===== src/caa_cfg.svh =====
// Constants for the converter alarm aggregator
`ifndef CAA_CFG_SVH
`define CAA_CFG_SVH
`define CAA_ADDR_W 15
`define CAA_ADDR_SUMMARY 15'h02c0
`define CAA_ADDR_FLAGS 15'h02c1
`define CAA_ADDR_DISABLE 15'h02c2
`define CAA_ADDR_LANE_LO 15'h02c4
`define CAA_ADDR_LANE_HI 15'h02c5
`define CAA_NUM_ALARMS 6
`define CAA_NUM_LANES 16
`define CAA_FLAGS_RESET 6'h3f
`define CAA_DISABLE_RESET 6'h3f
`define CAA_LANE_RESET 16'hffff
`define CAA_BIT_DIVIDER 0
`define CAA_BIT_OSC 1
`define CAA_BIT_REALIGN 2
`define CAA_BIT_LINK 3
`define CAA_BIT_LOCK 4
`define CAA_BIT_LANE 5
`define CAA_BIT_SUMMARY 0
`define CAA_PIN_SEL_ALARM 2'h1
`endif


===== src/caa_pkg.sv =====
// Types for the converter alarm aggregator
package caa_pkg;
  typedef logic [7:0] caa_byte_t;
  typedef enum logic {CAA_MODE_8B10B, CAA_MODE_64B66B} caa_encoding_e;
endpackage : caa_pkg


===== src/caa_sync.sv =====
// Three-stage synchroniser with agreement on the last two stages
`timescale 1ns/1ps
`default_nettype none
module caa_sync #(
  parameter int W = 1
) (
  input wire logic sys_clk_i,
  input wire logic reset_n_i,
  input wire logic [W-1:0] async_i,
  output logic [W-1:0] sync_o
);
  logic [W-1:0] s1;
  logic [W-1:0] s2;
  logic [W-1:0] s3;
  logic [W-1:0] held;
  logic [W-1:0] next_held;

  always_comb begin
    next_held = held;
    for (int i = 0; i < W; i++) begin
      if (s2[i] == s3[i]) begin
        next_held[i] = s3[i];
      end
    end
  end

  always_ff @(posedge sys_clk_i or negedge reset_n_i) begin
    if (!reset_n_i) begin
      s1 <= '0;
      s2 <= '0;
      s3 <= '0;
      held <= '0;
    end else begin
      s1 <= async_i;
      s2 <= s1;
      s3 <= s2;
      held <= next_held;
    end
  end

  assign sync_o = held;
endmodule : caa_sync
`default_nettype wire


===== src/caa_alarm_aggregator.sv =====
// Alarm flags, disable mask, per-lane faults and summary for the converter
`include "caa_cfg.svh"
`timescale 1ns/1ps
`default_nettype none
module caa_alarm_aggregator (
  input wire logic sys_clk_i,
  input wire logic reset_n_i,
  input wire logic soft_reset_i,
  // Register port
  input wire logic reg_wr_i,
  input wire logic reg_rd_i,
  input wire logic [`CAA_ADDR_W-1:0] reg_addr_i,
  input wire logic [7:0] reg_wdata_i,
  output caa_pkg::caa_byte_t reg_rdata_o,
  output logic reg_rvalid_o,
  // Fault sources from other clock domains, and the unsynchronised encoding setting
  input wire logic [`CAA_NUM_LANES-1:0] lane_buffer_fault_i,
  input wire logic [`CAA_NUM_LANES-1:0] lane_active_i,
  input wire logic pll_locked_i,
  input wire logic link_enable_i,
  input wire caa_pkg::caa_encoding_e link_encoding_i,
  input wire logic link_in_data_state_i,
  input wire logic link_realign_i,
  input wire logic sysref_realign_i,
  input wire logic oscillator_sync_i,
  input wire logic oscillator_phase_mismatch_i,
  input wire logic divider_mismatch_i,
  // Status pin selection and output
  input wire logic [1:0] status_pin_sel_i,
  input wire logic calibration_status_i,
  output logic status_output_pin_o
);
  import caa_pkg::*;

  localparam int NS = 8 + `CAA_NUM_LANES;

  logic [5:0] alarm_flags;
  logic [5:0] next_alarm_flags;
  logic [5:0] alarm_disable_bits;
  logic [5:0] next_alarm_disable_bits;
  logic [`CAA_NUM_LANES-1:0] per_lane_buffer_faults;
  logic [`CAA_NUM_LANES-1:0] next_per_lane_buffer_faults;
  caa_byte_t rdata;
  caa_byte_t next_rdata;
  logic rvalid;
  logic next_rvalid;
  logic pin;
  logic next_pin;
  logic link_en_d;
  logic realign_d;
  logic sysref_d;
  logic osc_sync_d;

  logic [NS-1:0] raw;
  logic [NS-1:0] synced;
  logic [`CAA_NUM_LANES-1:0] s_lane_fault;
  logic s_lock;
  logic s_link_en;
  logic s_data;
  logic s_realign;
  logic s_sysref;
  logic s_osc_sync;
  logic s_osc_mis;
  logic s_div_mis;

  // Encoding is quasi-static configuration, not synchronised
  assign raw = {lane_buffer_fault_i & lane_active_i, pll_locked_i, link_enable_i,
                link_in_data_state_i, link_realign_i, sysref_realign_i,
                oscillator_sync_i, oscillator_phase_mismatch_i, divider_mismatch_i};

  caa_sync #(.W(NS)) u_sync (
    .sys_clk_i(sys_clk_i),
    .reset_n_i(reset_n_i),
    .async_i(raw),
    .sync_o(synced)
  );

  assign s_lane_fault = synced[NS-1:8];
  assign s_lock = synced[7];
  assign s_link_en = synced[6];
  assign s_data = synced[5];
  assign s_realign = synced[4];
  assign s_sysref = synced[3];
  assign s_osc_sync = synced[2];
  assign s_osc_mis = synced[1];
  assign s_div_mis = synced[0];

  function automatic logic hit(input logic [`CAA_ADDR_W-1:0] a,
                               input logic [`CAA_ADDR_W-1:0] b);
    hit = (a == b);
  endfunction : hit

  function automatic logic rise(input logic now, input logic was);
    rise = now & ~was;
  endfunction : rise

  logic [5:0] set_cond;
  logic [5:0] clr_flags;
  logic [`CAA_NUM_LANES-1:0] set_lane;
  logic [`CAA_NUM_LANES-1:0] clr_lane;
  logic summary;

  // Levels re-set every cycle; events fire once per edge
  always_comb begin
    set_lane = s_lane_fault;
    set_cond = '0;
    set_cond[`CAA_BIT_LANE] = |s_lane_fault;
    set_cond[`CAA_BIT_LOCK] = ~s_lock;
    if (link_encoding_i == CAA_MODE_8B10B) begin
      set_cond[`CAA_BIT_LINK] = s_link_en & ~s_data;
    end else begin
      set_cond[`CAA_BIT_LINK] = rise(s_link_en, link_en_d) |
                                (s_link_en & rise(s_realign, realign_d));
    end
    set_cond[`CAA_BIT_REALIGN] = rise(s_sysref, sysref_d);
    set_cond[`CAA_BIT_OSC] = ~s_link_en | rise(s_osc_sync, osc_sync_d) | s_osc_mis;
    set_cond[`CAA_BIT_DIVIDER] = s_div_mis;

    clr_flags = '0;
    clr_lane = '0;
    if (reg_wr_i) begin
      if (hit(reg_addr_i, `CAA_ADDR_FLAGS)) begin
        clr_flags = reg_wdata_i[5:0];
        if (reg_wdata_i[`CAA_BIT_LANE]) begin
          clr_lane = '1;
        end
      end else if (hit(reg_addr_i, `CAA_ADDR_LANE_LO)) begin
        clr_lane[7:0] = reg_wdata_i;
      end else if (hit(reg_addr_i, `CAA_ADDR_LANE_HI)) begin
        clr_lane[15:8] = reg_wdata_i;
      end
    end

    next_alarm_flags = (alarm_flags & ~clr_flags) | set_cond;
    next_per_lane_buffer_faults = (per_lane_buffer_faults & ~clr_lane) | set_lane;
    next_alarm_disable_bits = alarm_disable_bits;
    if (reg_wr_i && hit(reg_addr_i, `CAA_ADDR_DISABLE)) begin
      next_alarm_disable_bits = reg_wdata_i[5:0];
    end
    // Soft reset last, so it overrides both set and clear
    if (soft_reset_i) begin
      next_alarm_flags = `CAA_FLAGS_RESET;
      next_alarm_disable_bits = `CAA_DISABLE_RESET;
      next_per_lane_buffer_faults = `CAA_LANE_RESET;
    end

    summary = |(alarm_flags & ~alarm_disable_bits);

    next_rvalid = reg_rd_i;
    next_rdata = '0;
    if (reg_rd_i) begin
      if (hit(reg_addr_i, `CAA_ADDR_SUMMARY)) begin
        next_rdata[`CAA_BIT_SUMMARY] = summary;
      end else if (hit(reg_addr_i, `CAA_ADDR_FLAGS)) begin
        next_rdata = {2'h0, alarm_flags};
      end else if (hit(reg_addr_i, `CAA_ADDR_DISABLE)) begin
        next_rdata = {2'h0, alarm_disable_bits};
      end else if (hit(reg_addr_i, `CAA_ADDR_LANE_LO)) begin
        next_rdata = per_lane_buffer_faults[7:0];
      end else if (hit(reg_addr_i, `CAA_ADDR_LANE_HI)) begin
        next_rdata = per_lane_buffer_faults[15:8];
      end
    end

    // Pin shows calibration status unless the alarm is selected
    if (status_pin_sel_i == `CAA_PIN_SEL_ALARM) begin
      next_pin = summary;
    end else begin
      next_pin = calibration_status_i;
    end
  end

  always_ff @(posedge sys_clk_i or negedge reset_n_i) begin
    if (!reset_n_i) begin
      alarm_flags <= `CAA_FLAGS_RESET;
      alarm_disable_bits <= `CAA_DISABLE_RESET;
      per_lane_buffer_faults <= `CAA_LANE_RESET;
      rdata <= '0;
      rvalid <= 1'b0;
      pin <= 1'b0;
      link_en_d <= 1'b0;
      realign_d <= 1'b0;
      sysref_d <= 1'b0;
      osc_sync_d <= 1'b0;
    end else begin
      alarm_flags <= next_alarm_flags;
      alarm_disable_bits <= next_alarm_disable_bits;
      per_lane_buffer_faults <= next_per_lane_buffer_faults;
      rdata <= next_rdata;
      rvalid <= next_rvalid;
      pin <= next_pin;
      link_en_d <= s_link_en;
      realign_d <= s_realign;
      sysref_d <= s_sysref;
      osc_sync_d <= s_osc_sync;
    end
  end

  assign reg_rdata_o = rdata;
  assign reg_rvalid_o = rvalid;
  assign status_output_pin_o = pin;
endmodule : caa_alarm_aggregator
`default_nettype wire


===== config.mk =====
export PLATFORM = sky130hd
export DESIGN_NAME = caa_alarm_aggregator
export DESIGN_NICKNAME = d
export VERILOG_FILES = /design/src/caa_pkg.sv /design/src/caa_sync.sv /design/src/caa_alarm_aggregator.sv
export VERILOG_INCLUDE_DIRS = /design/src
export SDC_FILE = /design/constraint.sdc
export NUM_CORES = 1
export LEC_CHECK = 0
export BUFFER_PORTS_ARGS = -buffer_cell sky130_fd_sc_hd__buf_4
export CORE_MARGIN = 1
export CORE_UTILIZATION = 45
export CTS_CLUSTER_DIAMETER = 100
export DETAILED_ROUTE_END_ITERATION = 8
export MAX_ROUTING_LAYER = met4
export PLACE_DENSITY = 0.74
export SETUP_SLACK_MARGIN = 0.15
export SLEW_MARGIN = 20
export SYNTH_ARGS = -nofsm -noshare
export SYNTH_HDL_FRONTEND = slang
export SYNTH_HIERARCHICAL = 1
export SYNTH_SLANG_ARGS = --single-unit

===== constraint.sdc =====
create_clock -name sys_clk_i -period 1.89 [get_ports sys_clk_i]
set_input_delay 0.2835 -clock sys_clk_i [delete_from_list [all_inputs] [get_ports sys_clk_i]]
set_output_delay 0.2835 -clock sys_clk_i [all_outputs]
set_load 0.01 [all_outputs]

==> summary.txt, run 1 <==
Synth
  – Dominant cells by area after synthesis: dfrtp_1, dfstp_2, maj3_2
  – Synth Cell Area: 4930 um2
  – Post-synth cell types: 42
  – Largest area contributor in the netlist: dfrtp_1
  – Synth Register Bits: 138
  – Top-area cell type share of the netlist area: 0.559
  – Register area share after synthesis: 0.708
  – Number of synthesized flops with an enable pin: 0
  – Mean Syn Cell Area: 13.7 um2
  – Main synth FF type: dfrtp_1
  – Ys async rst share: 1.00
  – Ys Warns: 6
  – Syn Inst Count: 360
  – Syn Nets: 432

Clock network
  – H-tree levels: 4
  – CTS clk-pin slew, worst paths: 0.06 ns
  – CTS tree: built
  – Clock latency on the worst-skew pair: 0.52 ns
  – Setup Fix Bufs, Post-CTS: 0
  – CTS Buf Count: 17
  – Clock buffer depth: 2
  – Root Buffer: clkbuf_8
  – Clock Sinks: 138

Placed design
  – Detailed Place HPWL: 7250 um
  – Place WS: 0.0784 ns
  – PortBufs: 81
  – GP Congestion: 0.858

STA
  – Sum of negative setup slack: 0 ns
  – Max_slew headroom: 0.632
  – Slew Limit Fails: 0
  – Fmax: 0.617 GHz
  – Clk_skew: 0.00608 ns
  – Final Worst Setup Slack: 0.270 ns
  – Period minus WS final: 1.62 ns
  – Final setup viols: 0
  – Final hold vios: 0
  – Period utilization: 0.857
  – Worst Tran Pin Value: 0.553 ns
  – RSZ-0062 raised after global routing: no

Pwr
  – Static Leak: 3.16 nW
  – PwrDens: 1030 nW/um2
  – VDD IR max: 0.890 mV

Critical path
  – Beginning of the worst register-to-register path: u_sync/sync_o[12]$_DFFE_PN0N_
  – Worst path cell trace: nor4_1 -> nand4_1 -> or4_1 -> a21o_1
  – Worst R2R End: alarm_flags[5]$_DFF_PN1_
  – CP endpoint kind: register
  – Worst setup path category: register to register
  – Critical Path Max Stage Delay: 0.44 ns
  – R2r worst-path depth: 4
  – CP max-delay cell: or4_1
  – CP startpoint kind: register
  – CP max FO: 4
  – Req. time, crit path: 2.35 ns
  – Worst Path Arrival: 2.08 ns
  – R2r setup slk: 0.27 ns

Job
  – Max-cap violations: 0

Die
  – Die height: 107 um
  – I/O pin count: 82
  – Core area: 10500 um2
  – Initial core utilization: 0.471
  – Die ar.: 11400 um2
  – Row count: 37
  – Die X: 107 um

GRT
  – Largest net degree at the start of global routing: 41
  – Antenna violations before repair: 0
  – Global Route Usage Sum: 0.217
  – Vias in the first global route: 3505
  – First-pass GRT wire length: 17600 um
  – Overflow after GRT: 0

Route
  – DRT iter0 DRCs: 212
  – Vias per cell: 5.14
  – Remaining DRCs: 0
  – Post-DRT Antenna Nets: 0
  – Pre-antenna DRT Iters: 5
  – DR vias: 3380
  – Wire per inst: 16.5 um
  – Final wirelength: 10900 um

Min path
  – Hold path startpoint: soft_reset_i
  – Min-Delay Endpoint: per_lane_buffer_faults[13]$_DFF_PN1_
  – Worst Hold Depth: 3
  – Hold WC Path Type: input pin to register

Final layout
  – ANT cells: 0
  – Area grow syn2layout: 40.2%
  – Share of cells above drive strength 1: 0.372
  – NumNets Final: 581

Outcome
  – Outcome: finished, final reports clean
[worst max-delay path: cells and delay by family, from the launching register on]
kind / cells / cell delay, ns
flops: 1 / 0.42
simple gates: 3 / 0.97
compound gates: 1 / 0.17
[through the flow]
stage	std cells	hold WS [ns]	power [W]	instance area, um2	util
after floorplan	360	-0.0121	0.00331	4930	-
after global placement	583	0.290	0.00356	5840	0.559
after detailed placement	583	0.305	0.00358	5840	0.559
after CTS	658	0.0206	0.00717	6910	0.660
after global routing	658	0.0355	0.00738	6910	0.660
final	658	0.0342	0.00712	6910	0.660
[synth_stat cells (2+ instances only)]
| library cell | n |
|---|---|
| clkbuf_1 | 8 |
| inv_1 | 12 |
| and2_1 | 18 |
| dfrtp_1 | 110 |
| nor2b_1 | 4 |
| a21oi_1 | 14 |
| nand4_1 | 3 |
| or4_4 | 2 |
| a31oi_1 | 11 |
| nand3_1 | 3 |
| nor3_1 | 10 |
| buf_6 | 2 |
| a22o_1 | 3 |
| dfstp_2 | 28 |
| a22oi_1 | 2 |
| a211oi_1 | 10 |
| a221o_1 | 3 |
| maj3_2 | 24 |
| a221oi_1 | 6 |
| o21ai_0 | 17 |
| nand2b_1 | 3 |
| nor2_1 | 15 |
| nor4_1 | 7 |
| nand2_1 | 23 |
| buf_2 | 3 |
| a21o_1 | 3 |
[per-layer routing]
metal / up-vias / track usage / share of wire
met4: 0 / 0.0890 / 0.024
met2: 111 / 0.340 / 0.48
met1: 1663 / 0.265 / 0.44
met3: 21 / 0.0650 / 0.055
met5: - / - / 0
li1: 1585 / - / -
[flip-flops by register name (all words and copies together) (netlist names), 6 cells and up]
| signal | flops |
|---|---|
| per_lane_buffer_faults | 16 |
| reg_rdata_o | 8 |
| alarm_disable_bits | 6 |
| alarm_flags | 6 |
| u_sync/s2 | 24 |
| u_sync/s1 | 24 |
| u_sync/s3 | 24 |
| u_sync/sync_o | 24 |
[cells in the final DEF (no fill, tap or decap), types with 4 or more instances in the layout]
| cell | count |
|---|---|
| buf_4 | 95 |
| inv_1 | 12 |
| dlygate4sd3_1 | 43 |
| clkinv_2 | 4 |
| maj3_2 | 24 |
| bufinv_16 | 5 |
| nand2_1 | 23 |
| buf_12 | 5 |
| dfrtp_1 | 110 |
| clkbuf_16 | 16 |
| a21oi_1 | 14 |
| o21ai_0 | 17 |
| nor2_1 | 15 |
| dfstp_2 | 28 |
| a31oi_1 | 11 |
| a221oi_1 | 6 |
| and2_1 | 18 |
| nor4_1 | 7 |
| a211oi_1 | 10 |
| nor2b_1 | 4 |
| nor3_1 | 10 |
[layout make-up]
type	count	area, um2
Fill cell	753	3550
Multi-Input combinational cell	197	1330
Tap cell	136	170
Clock buffer	17	414
Sequential cell	138	3490
Inverter	12	45.0
Clock inverter	15	221
Timing Repair Buffer	143	1240
[how the worst max path moves through the flow]
stage                                   endpoint                           from  cells past startpoint
2_1_floorplan           alarm_flags[3]$_DFF_PN1_                  reg_addr_i[5]                      5
3_3_place_gp   alarm_disable_bits[0]$_DFFE_PN1P_                  reg_addr_i[5]                      7
3_5_place_dp            alarm_flags[4]$_DFF_PN1_                  reg_addr_i[5]                      6
4_1_cts                 alarm_flags[5]$_DFF_PN1_  u_sync/sync_o[12]$_DFFE_PN0N_                      4
5_1_grt                 alarm_flags[5]$_DFF_PN1_  u_sync/sync_o[12]$_DFFE_PN0N_                      4
6_report                alarm_flags[5]$_DFF_PN1_  u_sync/sync_o[12]$_DFFE_PN0N_                      4
[where the power goes]
part / switching [W] / internal (W)
Sequential: 0.0000698 / 0.00308
Clock: 0.00125 / 0.00228
Combinational: 0.000189 / 0.000256
Total: 0.00151 / 0.00562
[what timing repair did]
action | CTS | global route
hold buffers | 43 | 0
endpoints found under the hold margin | 46 | 0
gates resized for setup | 0 | 0
[cell families after synthesis]
family | synth area share
flip-flops | 0.708
XOR/XNOR | 0.00178
adder cells (fa/ha/maj) | 0.0548
AND/OR/NAND/NOR | 0.118
buffers and inverters | 0.0228
AO/OA/AOI/OAI | 0.0952
(Power assumes the default switching activity.)
==> run 2: changes to the inputs <==
--- a/config.mk
+++ b/config.mk
@@ -11,6 +11,7 @@
 export CORE_UTILIZATION = 45
 export CTS_CLUSTER_DIAMETER = 100
 export DETAILED_ROUTE_END_ITERATION = 8
+export GPL_TIMING_DRIVEN = 0
 export MAX_ROUTING_LAYER = met4
 export PLACE_DENSITY = 0.74
 export SETUP_SLACK_MARGIN = 0.15
==> summary.txt, run 2 (synthesized netlist as in run 1, its figures left out) <==
Outcome
  – Outcome: finished, final reports clean

GRT
  – Overflow after GRT: 0
  – Antenna violations before repair: 0
  – Vias in the first global route: 3626
  – Global Route Usage Sum: 0.218
  – Largest net degree at the start of global routing: 71
  – First-pass GRT wire length: 17800 um

Die
  – Die height: 107 um
  – Core area: 10500 um2
  – I/O pin count: 82
  – Initial core utilization: 0.471
  – Die ar.: 11400 um2
  – Die X: 107 um
  – Row count: 37

Min path
  – Hold WC Path Type: input pin to register

STA
  – Period utilization: 0.865
  – Fmax: 0.612 GHz
  – Final hold vios: 0
  – Clk_skew: 0.00621 ns
  – Max_slew headroom: 0.461
  – Period minus WS final: 1.63 ns
  – Final setup viols: 0
  – Min Hold Slack: 0.0525 ns
  – Sum of negative setup slack: 0 ns
  – Worst Tran Pin Value: 0.801 ns
  – RSZ-0062 raised after global routing: no
  – Slew Limit Fails: 0

Final layout
  – NumNets Final: 575
  – Most frequent cells in the layout: dfrtp_1, buf_4, dlygate4sd3_1
  – Fillcell total: 794
  – ANT cells: 0
  – Area grow syn2layout: 37.9%
  – Most common cell after layout, fill and taps aside: dfrtp_1
  – Share of cells above drive strength 1: 0.349

Critical path
  – Critical Path Max Stage Delay: 0.44 ns
  – CP max FO: 4
  – Worst path cell trace: nor4_1 -> nand4_1 -> or4_1 -> a21o_1
  – CP max-delay cell: or4_1
  – Buf/Inv on CP: 0
  – Crit path max-delay family: simple AND/OR/NAND/NOR gates
  – CP endpoint kind: register
  – CP startpoint kind: register
  – Worst Path Arrival: 2.09 ns
  – Req. time, crit path: 2.34 ns
  – Worst setup path category: register to register

Route
  – Remaining DRCs: 0
  – DR vias: 3372
  – Pre-antenna DRT Iters: 4
  – Post-DRT Antenna Nets: 0
  – Wire per inst: 16.8 um
  – DRT iter0 DRCs: 243
  – Final wirelength: 10900 um
  – Vias per cell: 5.17

Clock network
  – Clock Sinks: 138
  – Clock buffer depth: 2
  – CTS clk-pin slew, worst paths: 0.06 ns
  – Setup Fix Bufs, Post-CTS: 0
  – CTS tree: built
  – H-tree levels: 4
  – CTS Buf Count: 17
  – Root Buffer: clkbuf_8
  – CTS resizes: 0
  – Clock latency on the worst-skew pair: 0.52 ns

Placed design
  – Detailed Place HPWL: 7190 um
  – GP Congestion: 0.845
  – PortBufs: 80

Job
  – Max-cap violations: 0

Pwr
  – Static Leak: 3.08 nW
  – PwrDens: 1030 nW/um2
  – VDD IR max: 1.08 mV
-- run 2: layer usage --
metal / GRT usage / routed length [um] / vias to the layer above
li1: - / - / 1567
met1: 0.259 / 4790 / 1668
met2: 0.357 / 5370 / 120
met3: 0.0638 / 590 / 17
met4: 0.0763 / 180 / 0
met5: - / 0 / -
-- run 2: cell type report --
class,instances,area (um2),area share
Sequential cell,138,3490,0.513
Multi-Input combinational cell,197,1330,0.195
Timing Repair Buffer,124,1070,0.157
Clock buffer,21,469,0.0691
Tap cell,136,170,0.0250
Clock inverter,11,160,0.0236
Buffer,13,67.6,0.00994
Inverter,12,45.0,0.00663
-- run 2: tightest hold or removal path: cells and delay by family --
family	cells	cell delay, ns
buffers and inverters	1	0.11
AOI/OAI and AO/OA	2	0.14
-- run 2: path summary, 6_finish.rpt --
path,from,endpoint,depth (start not counted),slack [ns]
hold reg to reg,u_sync/s1[4]$_DFF_PN0_,u_sync/s2[4]$_DFF_PN0_,0,0.35
setup reg to reg,u_sync/sync_o[12]$_DFFE_PN0N_,alarm_flags[5]$_DFF_PN1_,4,0.26
hold / removal,reg_wdata_i[0],alarm_disable_bits[0]$_DFFE_PN1P_,3,0.05
setup / recovery,u_sync/sync_o[12]$_DFFE_PN0N_,alarm_flags[5]$_DFF_PN1_,4,0.26
max in group asynchronous,reset_n_i,per_lane_buffer_faults[1]$_DFF_PN1_,3,0.84
min in group asynchronous,reset_n_i,u_sync/s3[6]$_DFF_PN0_,2,0.30
-- run 2: what timing repair did --
| item | 4_1_cts | 5_1_grt |
|---|---|---|
| hold buffers | 43 | 0 |
| hold endpoints to repair | 86 | 0 |
| setup endpoints to repair | 0 | 0 |
-- run 2: through the flow --
stage | total power (W) | instance area [um2] | util | std cells | setup WS [ns]
6_report | 0.00703 | 6790 | 0.649 | 652 | 0.256
5_1_grt | 0.00727 | 6790 | 0.649 | 652 | 0.202
4_1_cts | 0.00709 | 6790 | 0.649 | 652 | 0.250
3_5_place_dp | 0.00356 | 5730 | 0.548 | 577 | -0.195
3_3_place_gp | 0.00354 | 5700 | 0.545 | 576 | -0.195
2_1_floorplan | 0.00331 | 4930 | - | 360 | 0.274
-- run 2: power by group --
part	internal [W]	leakage [nW]	switching, W
clock network	0.00217	0.303	0.00127
registers	0.00308	1.69	0.0000698
logic	0.000240	1.09	0.000188
total	0.00549	3.08	0.00153
==> run 3: changes to the inputs <==
--- a/config.mk
+++ b/config.mk
@@ -8,12 +8,12 @@
 export LEC_CHECK = 0
 export BUFFER_PORTS_ARGS = -buffer_cell sky130_fd_sc_hd__buf_4
 export CORE_MARGIN = 1
-export CORE_UTILIZATION = 45
+export CORE_UTILIZATION = 35
 export CTS_CLUSTER_DIAMETER = 100
 export DETAILED_ROUTE_END_ITERATION = 8
 export GPL_TIMING_DRIVEN = 0
 export MAX_ROUTING_LAYER = met4
-export PLACE_DENSITY = 0.74
+export PLACE_DENSITY = 0.62
 export SETUP_SLACK_MARGIN = 0.15
 export SLEW_MARGIN = 20
 export SYNTH_ARGS = -nofsm -noshare
==> summary.txt, run 3 (synthesized netlist as in run 1, its figures left out) <==
Outcome
  – Outcome: finished, final reports clean

Route
  – Top routing layer used: met4
  – Pre-antenna DRT Iters: 4
  – Wire per inst: 15.0 um
  – DR vias: 3165
  – Final wirelength: 9860 um
  – M1 WL: 4390 um
  – DRT iter0 DRCs: 212
  – Length of routed met2 wiring: 4810 um
  – Post-DRT Antenna Nets: 0
  – Remaining DRCs: 0
  – Vias per cell: 4.80
  – WL met3: 392 um

GRT
  – Antenna violations before repair: 0
  – Overflow after GRT: 0
  – Vias in the first global route: 3217
  – First-pass GRT wire length: 16100 um
  – Global Route Usage Sum: 0.155
  – Largest net degree at the start of global routing: 74

Final layout
  – Final Util: 0.478
  – NumNets Final: 542
  – ANT cells: 0
  – Fin area: 6460 um2
  – Fin cells: 659
  – Area grow syn2layout: 31.1%
  – Most common cell after layout, fill and taps aside: dfrtp_1
  – Most frequent cells in the layout: dfrtp_1, buf_4, dfstp_2
  – Share of cells above drive strength 1: 0.371

Pwr
  – PwrDens: 1030 nW/um2
  – Static Leak: 2.90 nW
  – Power after layout: 0.00665 W
  – VDD IR max: 0.619 mV

STA
  – Period minus WS final: 1.58 ns
  – Slew Limit Fails: 0
  – Worst Tran Pin Value: 0.528 ns
  – Clk_skew: 0.00815 ns
  – Sum of negative setup slack: 0 ns
  – RSZ-0062 raised after global routing: no
  – Final hold vios: 0
  – Fmax: 0.631 GHz
  – Max_slew headroom: 0.645
  – Period utilization: 0.838
  – Final setup viols: 0

Critical path
  – Worst setup path category: register to register
  – CP max FO: 3
  – CP endpoint kind: register
  – CP startpoint kind: register
  – Crit. Startpoint: u_sync/sync_o[17]$_DFFE_PN0N_
  – R2r setup slk: 0.31 ns
  – Req. time, crit path: 2.24 ns
  – Beginning of the worst register-to-register path: u_sync/sync_o[17]$_DFFE_PN0N_
  – Worst Path Arrival: 1.93 ns

Clock network
  – Clock latency on the worst-skew pair: 0.42 ns
  – Clock Sinks: 138
  – H-tree levels: 4
  – CTS resizes: 0
  – Root Buffer: clkbuf_16
  – CTS Buf Count: 17
  – CTS clk-pin slew, worst paths: 0.06 ns
  – CTS tree: built
  – Clock buffer depth: 2

Placed design
  – GP Congestion: 0.818
  – Detailed Place HPWL: 7030 um
  – PortBufs: 80
  – Placed Area: 5780 um2
  – Cell count after placement: 617

Die
  – I/O pin count: 82
  – Die ar.: 14600 um2
  – Initial core utilization: 0.365
  – Row count: 42
  – Die height: 121 um
  – Core area: 13500 um2
  – Die X: 121 um

Min path
  – Hold WC Path Type: input pin to register
  – Hold path startpoint: lane_active_i[8]

Job
  – Max-cap violations: 0
-- run 3: changes by cell type in the layout (fill, tap and decap cells not counted), sizes merged --
cell         change
clkbuf           +1
clkinv           +2
dlygate4sd3     -33
inv              -1
bufinv           -2
-- run 3: worst max-delay path, stage by stage, from the launching register on --
cell and delay [ns]:
dfrtp_1 0.40, nor4_1 0.37, nand4_1 0.13, or4_1 0.44, a21o_1 0.17
-- run 3: area by class of cell --
| class | instances | area, um2 |
|---|---|---|
| repair buffers | 91 | 736 |
| plain buffers | 13 | 67.6 |
| clock buffers | 22 | 484 |
| flip-flops and latches | 138 | 3490 |
| clock inverters | 10 | 91.3 |
| inverters | 12 | 45.0 |
| fillers | 1207 | 7050 |
| multi-input cells | 197 | 1330 |
| well taps | 176 | 220 |
-- run 3: final timing paths --
path / cells after the start / end
min in group asynchronous: 2 / u_sync/sync_o[7]$_DFFE_PN0N_
min: 2 / u_sync/s1[16]$_DFF_PN0_
max reg2reg: 4 / alarm_flags[5]$_DFF_PN1_
min reg2reg: 0 / u_sync/s2[9]$_DFF_PN0_
max: 4 / alarm_flags[5]$_DFF_PN1_
max in group asynchronous: 3 / per_lane_buffer_faults[4]$_DFF_PN1_
-- run 3: what timing repair did --
item / in CTS / in global routing
hold endpoints to repair: 63 / 0
setup buffers: 0 / 0
hold buffers: 10 / 0
-- run 3: metrics by stage --
step	hold slack, ns	setup slack (ns)
detailed placement	0.255	-0.127
global placement	0.331	-0.108
CTS	0.0567	0.241
global route	0.0598	0.196
finish	0.0715	0.306
floorplan	-0.0121	0.274
-- run 3: routing by layer --
| layer | up-vias | global-route usage |
|---|---|---|
| met1 | 1544 | 0.182 |
| met5 | - | - |
| met4 | 0 | 0.0895 |
| met3 | 24 | 0.0406 |
| met2 | 95 | 0.240 |
| li1 | 1502 | - |
-- run 3: report_power, final --
part	switching (W)	total, W	internal, W
Clock	0.00119	0.00313	0.00194
Sequential	0.0000691	0.00315	0.00308
Combinational	0.000168	0.000364	0.000196
